<file path="src/verilog/starter_defines.svh">
// Constants for the soft-starter process-data block: register offsets, field positions, thermal thresholds, timing.
// Included by the bench and by the design module starter_overload_process_io.
`ifndef STARTER_DEFINES_SVH
`define STARTER_DEFINES_SVH
`define OFS_OUT_BYTE0 8'h00
`define OFS_CTRL_BYTE 8'h04
`define OFS_PARAM 8'h08
`define OFS_THERMAL 8'h0C
`define OFS_PLANT 8'h10
`define OFS_IN_BYTE0 8'h14
`define OFS_IN_BYTE1 8'h18
`define OFS_STATUS_BYTE 8'h1C
`define OFS_IRQ_STAT 8'h20
`define OFS_IRQ_MASK 8'h24
`define OUT0_RELAY_EN 2
`define OUT0_AUTO_SEL 3
`define CTRL_SETPOINT 0
`define CTRL_OP_RELEASE 2
`define CTRL_FAULT_ACK 3
`define ST_ERROR 0
`define ST_WARNING 1
`define ST_SWITCHED_ON 2
`define ST_POWER 3
`define ST_RAMP_TOP 4
`define ST_CUR_LIMIT 5
`define IN1_ACK_REQ 7
`define THERM_RELEASE 8'd100
`define THERM_TRIP 8'd110
`define TRIP_CODE_OVERLOAD 3'h5
`define RAMP_TIME_US 1000
`define CLK_MHZ 50
`define RAMP_CYCLES (`RAMP_TIME_US * `CLK_MHZ)
`endif

</file>
<file path="src/verilog/starter_pkg.sv">
// Types shared by the soft-starter process-data block.
// Constants live in starter_defines.svh.
package starter_pkg;
  typedef enum logic [3:0] {
    MOT_OFF = 4'b0001,
    MOT_RAMP = 4'b0010,
    MOT_RUN = 4'b0100,
    MOT_TRIP = 4'b1000
  } motor_state_t;
endpackage
</file>
<file path="src/verilog/edge_detect.sv">
// Rising-edge detector for one synchronous level.
// Assumes the input is already in the core clock domain.
`timescale 1ns/100ps
module edge_detect
(
  input wire logic core_clk_i,
  input wire logic nrst_i,
  input wire logic level_i,
  output logic rise_o
);
  logic last;

  always_ff @(posedge core_clk_i or negedge nrst_i)
  begin
    if (!nrst_i)
      last <= 1'b0;
    else
      last <= level_i;
  end

  assign rise_o = level_i & ~last;
endmodule // edge_detect

</file>
<file path="src/verilog/starter_overload_process_io.sv">
// Soft-starter process-data block: overload relay, extended status byte, control byte.
// Classic Wishbone slave, one clock, thermal image written by the breaker side as a register.
//
// Decided for this implementation: the register offsets and the Wishbone register port.
`timescale 1ns/100ps
`include "starter_defines.svh"
module starter_overload_process_io
  import starter_pkg::*;
#(
  parameter int RAMP_CYCLES = `RAMP_CYCLES
)
(
  input wire logic core_clk_i,
  input wire logic nrst_i,
  input wire logic wb_cyc_i,
  input wire logic wb_stb_i,
  input wire logic wb_we_i,
  input wire logic [7:0] wb_adr_i,
  input wire logic [3:0] wb_sel_i,
  input wire logic [31:0] wb_dat_i,
  output logic [31:0] wb_dat_o,
  output logic wb_ack_o,
  output logic irq_o,
  output logic power_on_o
);
  logic [7:0] out_byte0;
  logic [7:0] ctrl_byte;
  logic [7:0] thermal;
  logic [3:0] plant;
  logic param_681;
  logic [2:0] irq_stat;
  logic [2:0] irq_mask;
  logic ack_req;
  logic overload;
  logic fault;
  logic ramp_top;
  logic [31:0] ramp_cnt;
  motor_state_t state;
  motor_state_t next_state;

  // Wishbone decode; answer one cycle after the request, unmapped reads return zero
  wire req = wb_cyc_i & wb_stb_i & ~wb_ack_o;
  wire wr = req & wb_we_i & wb_sel_i[0];
  wire wr_out0 = wr & (wb_adr_i == `OFS_OUT_BYTE0);
  wire wr_ctrl = wr & (wb_adr_i == `OFS_CTRL_BYTE);
  wire wr_param = wr & (wb_adr_i == `OFS_PARAM);
  wire wr_therm = wr & (wb_adr_i == `OFS_THERMAL);
  wire wr_plant = wr & (wb_adr_i == `OFS_PLANT);
  wire wr_istat = wr & (wb_adr_i == `OFS_IRQ_STAT);
  wire wr_imask = wr & (wb_adr_i == `OFS_IRQ_MASK);

  // Bit 0 of output byte 0 has no meaning here
  wire relay_en = out_byte0[`OUT0_RELAY_EN];
  wire auto_sel = out_byte0[`OUT0_AUTO_SEL];
  wire setpoint = ctrl_byte[`CTRL_SETPOINT];
  wire op_release = ctrl_byte[`CTRL_OP_RELEASE];
  wire ack_rise;
  wire hot = thermal >= `THERM_RELEASE;
  wire trip_reached = relay_en & (thermal >= `THERM_TRIP);
  // Leaving trip and clearing the overload latch need cool and no acknowledge pending
  wire release_ok = ~hot & ~ack_req;

  edge_detect u_ack_edge
  (
    .core_clk_i(core_clk_i),
    .nrst_i(nrst_i),
    .level_i(ctrl_byte[`CTRL_FAULT_ACK]),
    .rise_o(ack_rise)
  );

  // Bits 2 and 3 both follow the motor drive; this block has no separate ready state
  wire cur_limit = plant[1] & param_681 & (state == MOT_RAMP);
  wire warn = plant[0] | hot;
  wire [7:0] status_byte = {2'b00, cur_limit, ramp_top, state == MOT_RUN || state == MOT_RAMP,
                            state != MOT_OFF && state != MOT_TRIP, warn, fault};
  wire [7:0] in_byte1 = {ack_req, overload ? `TRIP_CODE_OVERLOAD : 3'h0, 4'h0};
  wire [7:0] in_byte0 = {7'h00, 1'b0};

  // A fault only blocks a new start; a running motor keeps going until told to stop
  always_comb
  begin
    next_state = state;
    unique case (state)
      MOT_OFF: if (setpoint && op_release && !overload && !fault) next_state = MOT_RAMP;
      MOT_RAMP:
        if (!op_release) next_state = MOT_OFF;
        else if (trip_reached) next_state = MOT_TRIP;
        else if (!setpoint) next_state = MOT_OFF;
        else if (ramp_top) next_state = MOT_RUN;
      MOT_RUN:
        if (!op_release) next_state = MOT_OFF;
        else if (trip_reached) next_state = MOT_TRIP;
        else if (!setpoint) next_state = MOT_OFF;
      MOT_TRIP: if (release_ok) next_state = MOT_OFF;
    endcase
  end

  always_ff @(posedge core_clk_i or negedge nrst_i)
  begin
    if (!nrst_i)
    begin
      out_byte0 <= 8'h00;
      ctrl_byte <= 8'h00;
      thermal <= 8'h00;
      plant <= 4'h0;
      param_681 <= 1'b0;
      irq_mask <= 3'h0;
    end
    else
    begin
      if (wr_out0) out_byte0 <= wb_dat_i[7:0];
      if (wr_ctrl) ctrl_byte <= wb_dat_i[7:0];
      if (wr_therm) thermal <= wb_dat_i[7:0];
      if (wr_plant) plant <= wb_dat_i[3:0];
      if (wr_param) param_681 <= wb_dat_i[0];
      if (wr_imask) irq_mask <= wb_dat_i[2:0];
    end
  end

  always_ff @(posedge core_clk_i or negedge nrst_i)
  begin
    if (!nrst_i)
    begin
      state <= MOT_OFF;
      ramp_cnt <= 32'h0000_0000;
      ramp_top <= 1'b0;
    end
    else
    begin
      // Counter parks at its end value, so ramp_top holds through the run state
      state <= next_state;
      if (state != MOT_RAMP && state != MOT_RUN)
      begin
        ramp_cnt <= 32'h0000_0000;
        ramp_top <= 1'b0;
      end
      else if (ramp_cnt >= 32'(RAMP_CYCLES - 1))
        ramp_top <= 1'b1;
      else
        ramp_cnt <= ramp_cnt + 32'h0000_0001;
    end
  end

  // Overload latch, acknowledge flag and fault, with manual acknowledge paths
  always_ff @(posedge core_clk_i or negedge nrst_i)
  begin
    if (!nrst_i)
    begin
      overload <= 1'b0;
      ack_req <= 1'b0;
      fault <= 1'b0;
    end
    else
    begin
      if (trip_reached)
        overload <= 1'b1;
      else if (release_ok)
        overload <= 1'b0;
      if (auto_sel)
        ack_req <= 1'b0;
      else if (trip_reached)
        ack_req <= 1'b1;
      else if (!setpoint)
        ack_req <= 1'b0;
      if (plant[2])
        fault <= 1'b1;
      else if (ack_rise)
        fault <= 1'b0;
    end
  end

  // Events: overload trip, fault raised, ramp top reached; set wins over write-one-clear
  // Each event is a one-cycle pulse, so a write-one-clear sticks once the event has passed
  wire [2:0] events = {(state == MOT_RAMP) & ~ramp_top & (ramp_cnt >= 32'(RAMP_CYCLES - 1)),
                       plant[2] & ~fault, trip_reached & ~overload};
  always_ff @(posedge core_clk_i or negedge nrst_i)
  begin
    if (!nrst_i)
      irq_stat <= 3'h0;
    else
      irq_stat <= (irq_stat & ~(wr_istat ? wb_dat_i[2:0] : 3'h0)) | events;
  end

  assign irq_o = |(irq_stat & irq_mask);
  assign power_on_o = (state == MOT_RAMP) || (state == MOT_RUN);

  wire [7:0] rd_byte =
    (wb_adr_i == `OFS_OUT_BYTE0) ? out_byte0 :
    (wb_adr_i == `OFS_CTRL_BYTE) ? ctrl_byte :
    (wb_adr_i == `OFS_PARAM) ? {7'h00, param_681} :
    (wb_adr_i == `OFS_THERMAL) ? thermal :
    (wb_adr_i == `OFS_PLANT) ? {4'h0, plant} :
    (wb_adr_i == `OFS_IN_BYTE0) ? in_byte0 :
    (wb_adr_i == `OFS_IN_BYTE1) ? in_byte1 :
    (wb_adr_i == `OFS_STATUS_BYTE) ? status_byte :
    (wb_adr_i == `OFS_IRQ_STAT) ? {5'h00, irq_stat} :
    (wb_adr_i == `OFS_IRQ_MASK) ? {5'h00, irq_mask} : 8'h00;

  always_ff @(posedge core_clk_i or negedge nrst_i)
  begin
    if (!nrst_i)
    begin
      wb_ack_o <= 1'b0;
      wb_dat_o <= 32'h0000_0000;
    end
    else
    begin
      wb_ack_o <= req;
      wb_dat_o <= {24'h00_0000, rd_byte};
    end
  end
endmodule // starter_overload_process_io

</file>
<file path="config.mk">
export PLATFORM = sky130hd
export DESIGN_NAME = starter_overload_process_io
export DESIGN_NICKNAME = d
export VERILOG_FILES = /design/src/verilog/starter_pkg.sv /design/src/verilog/edge_detect.sv /design/src/verilog/starter_overload_process_io.sv
export VERILOG_INCLUDE_DIRS = /design/src /design/src/verilog
export SDC_FILE = /design/constraint.sdc
export NUM_CORES = 1
export LEC_CHECK = 0
export BUFFER_PORTS_ARGS = -buffer_cell sky130_fd_sc_hd__buf_2
export CORE_MARGIN = 3
export CORE_UTILIZATION = 29
export CTS_BUF_LIST = sky130_fd_sc_hd__clkbuf_8
export DETAILED_ROUTE_END_ITERATION = 7
export PLACE_DENSITY_LB_ADDON = 0.08
export SYNTH_ARGS = -nofsm -noshare
export SYNTH_HDL_FRONTEND = slang
export SYNTH_SLANG_ARGS = --single-unit
</file>
<file path="constraint.sdc">
create_clock -name core_clk_i -period 2 [get_ports core_clk_i]
set_input_delay 0.2 -clock core_clk_i [delete_from_list [all_inputs] [get_ports core_clk_i]]
set_output_delay 0.2 -clock core_clk_i [all_outputs]
set_load 0.02 [all_outputs]
</file>
==> results.md <==
* Vias in the first global route at 3,078
* RSZ-0062 raised after global routing: yes
* Cell row count at between 40 and 50
* Die Wd at ~130 um
* Top Ports at 84
* Ys Warns at 0
* Crit path launch: thermal[7]
* Core area at between 0.01 and 0.015 mm^2
* Largest net degree at the start of global routing at 38
* CTS Root Cell: clkbuf_8
* Worst-Margin Slew at 519 ps
* Hold_sp: wb_dat_i[7]
* Clock-pin slew on the worst setup and hold paths at 90 ps
* Largest family of logic cells by synthesized area: simple AND/OR/NAND/NOR gates
* Final hold violation count at 0
* Clock sinks at 85
* CP required at roughly 2300 ps
* Commonest non-fill, non-tap cell in the layout: dfrtp_1
* Synth Area in Compound Gates at 12.1%
* Worst Path Max Fanout at 4
* Async set-reset flop share out of synthesis at 100%
* Switching Fraction at between 20 and 30%
* EDFF count, synth at 0
* CTS tree: built
* DR vias at a little over 3k
* Setup CP Type: reg2reg
* Buffers on Ports at 32
* Clock network power share at approximately 36%
* Final GP Congestion at approximately 0.83
* Status: complete, no violations
* Worst Skew at around 7.5 ps
* GRT Overall Usage at between 10% and 20%
* Cell Pwr Density at just under 800 mW/mm^2
* Initial Util at roughly 30%
* Slew margin rel. at approximately 65%
* Worst-skew pair later-pin latency at about 370 ps
* Setup violators final at 0
* Adder and majority gate portion of the synthesized area at less than 1%
* Pleak at about 2.4 nW
* Share of cells above drive strength 1 at 31.9%
* VDD IR max at 0.285 mV
* Num CTS Buffers at 9
* Synthesis-to-layout area growth at 20.9%
* P_int at 0.00279 W
* Number of routed nets with antenna violations at 0
* Simple-gate area share of the yosys netlist at 19.2%
* DP Worst Slack at -37.2 ps
* Worst setup EP type: flop
* Final Non-Filler Cells at 644
* Mux contribution to synthesized area at about a tenth
* Register area share after synthesis at between 50 and 60%
* Dominant synthesized flop cell: dfrtp_1
* Overall die area at between 0.015 and 0.02 mm^2
* Seq pwr share at between 40% and 50%
* Post-Syn Instances at just under 400
* Fin. max-slew vios at 0
* Utilization after layout at between 30% and 40%
* Hpwl dp at 7690 um
* CTS Buffer Depth at 2
* Die Y at 126 um
* TNS Setup at 0 ps
* Critical Path AT at 2200 ps
* Nets at approximately 500
* Top cells by area, synth: dfrtp_1, mux2_2, buf_4
* Max_cap viols at 0
* Yosys top cell area share at approximately 50%
* Initial antenna violation count at 0
* Minimum clock period at ~2000 ps
* Placed Cells at ~620
* Startpoint Class: flop
* CTS HTree Levels at 3
* Iter 0 DRT Violations at about 180
* Initial DRT Pass Iterations at 4
* Mean post-synth cell area at about 11 um^2
* WL final at approximately 11,000 um
* Most frequent cells in the layout: dfrtp_1, buf_4, nor2_1, mux2_2, buf_2
* # DRC at 0
* HP Class: in2reg
* Via density at just under 5
* Final worst-path cycle share at between 90% and 100%
* Yosys cell types at between 60 and 70
* DR WL/cell at between 15 and 20 um
* Worst hold slack at a little under 90 ps
* Grt ovf at 0
* N_diodes at 0
* Setup WS post-layout at approximately 58 ps
* Synthesized cell area at 0.00417 mm^2
* Global-route wire length before repair at about 17,000 um
* Sw Pwr at between 0.001 and 0.0015 W
* Comb power frac at between 15 and 20%
* Yosys reg bits at 85
* Fmax at a little over 500 MHz
* Worst r2r src: thermal[7]
* Xor/xnor share of the synthesized area at less than 1%
* Leading area contributor after synthesis: dfrtp_1
layout make-up:
cell class                      instances  area (um^2)
Fill cell                            1416         8940
Multi-Input combinational cell        281         1930
Tap cell                              180          225
Inverter                               13         56.3
Clock inverter                          5         81.3
Timing Repair Buffer                   69          468
Clock buffer                           11          151
Sequential cell                        85         2130
synthesized netlist by cell type (3+ instances only):
| cell | instances |
|---|---|
| nor2_1 | 32 |
| and2_1 | 18 |
| o21ai_0 | 7 |
| a21oi_1 | 18 |
| inv_1 | 12 |
| a221oi_1 | 7 |
| and3_1 | 5 |
| nand2_1 | 24 |
| nor3_1 | 10 |
| nand2b_1 | 6 |
| nand4_1 | 4 |
| xnor2_1 | 3 |
| nand3_1 | 16 |
| a21o_1 | 5 |
| clkbuf_1 | 7 |
| a31oi_1 | 5 |
| nor4_1 | 9 |
| nor3_2 | 3 |
| mux2_2 | 32 |
| o22ai_1 | 3 |
| mux2i_1 | 6 |
| buf_4 | 24 |
| a31o_2 | 5 |
| dfrtp_1 | 84 |
per-layer routing:
metal | vias to the layer above | GRT usage (%) | share of wire [%]
met5 | - | 0 | 0
met4 | 0 | 5.62 | 1.8
met3 | 13 | 2.59 | 3.7
met2 | 71 | 20.7 | 46
met1 | 1518 | 19.5 | 49
li1 | 1504 | - | -
power by group through the flow:
stage	Clock (W)	Combinational (W)	Sequential [W]
floorplan	0	0.000459	0.00185
global placement	0	0.000667	0.00186
detailed placement	0	0.000670	0.00186
CTS	0.00148	0.000696	0.00183
global route	0.00155	0.000794	0.00184
finish	0.00143	0.000704	0.00183
final timing paths:
kind	endpoint	slack (ps)	cells after the start
min in group asynchronous	ramp_cnt[14]	340	2
worst max-delay path	state[2]	60	5
worst max register to register	state[2]	60	5
worst min register to register	u_ack_edge.last	460	0
max in group asynchronous	ctrl_byte[2]	1100	3
worst min-delay path	out_byte0[7]	90	2
kinds of logic after synthesis:
kind of cell,after synthesis
AO/OA/AOI/OAI,70
XOR/XNOR,3
adder cells (fa/ha/maj),1
buffers and inverters,45
flip-flops,85
multiplexers,39
other,1
AND/OR/NAND/NOR,144
state kept, by name (all words and copies together), names as in the netlist, 3 cells and up:
register	count
ctrl_byte	8
irq_mask	3
irq_stat	3
out_byte0	8
plant	4
ramp_cnt	32
state	4
thermal	8
wb_dat_o	8
worst max-delay path: stages, from the launching register on:
cell and delay (ps):
dfrtp_1 410, or4_4 550, a21oi_4 150, nor2_1 50
or3_4 370, mux2_4 300
what timing repair did:
| item | CTS | global route |
|---|---|---|
| setup endpoints to repair | 5 | 13 |
| pin swaps | 0 | 4 |
| hold endpoints to repair | 33 | 0 |
| buffers inserted | 2 | 1 |
| gates resized for setup | 4 | 10 |
| hold buffers | 1 | 0 |
per-stage QoR:
step | total power [W] | area [um^2]
6_report | 0.00396 | 5040
5_1_grt | 0.00419 | 5040
3_5_place_dp | 0.00253 | 4710
3_3_place_gp | 0.00253 | 4710
4_1_cts | 0.00400 | 4980
2_1_floorplan | 0.00231 | 4260
(Power assumes the default switching activity.)
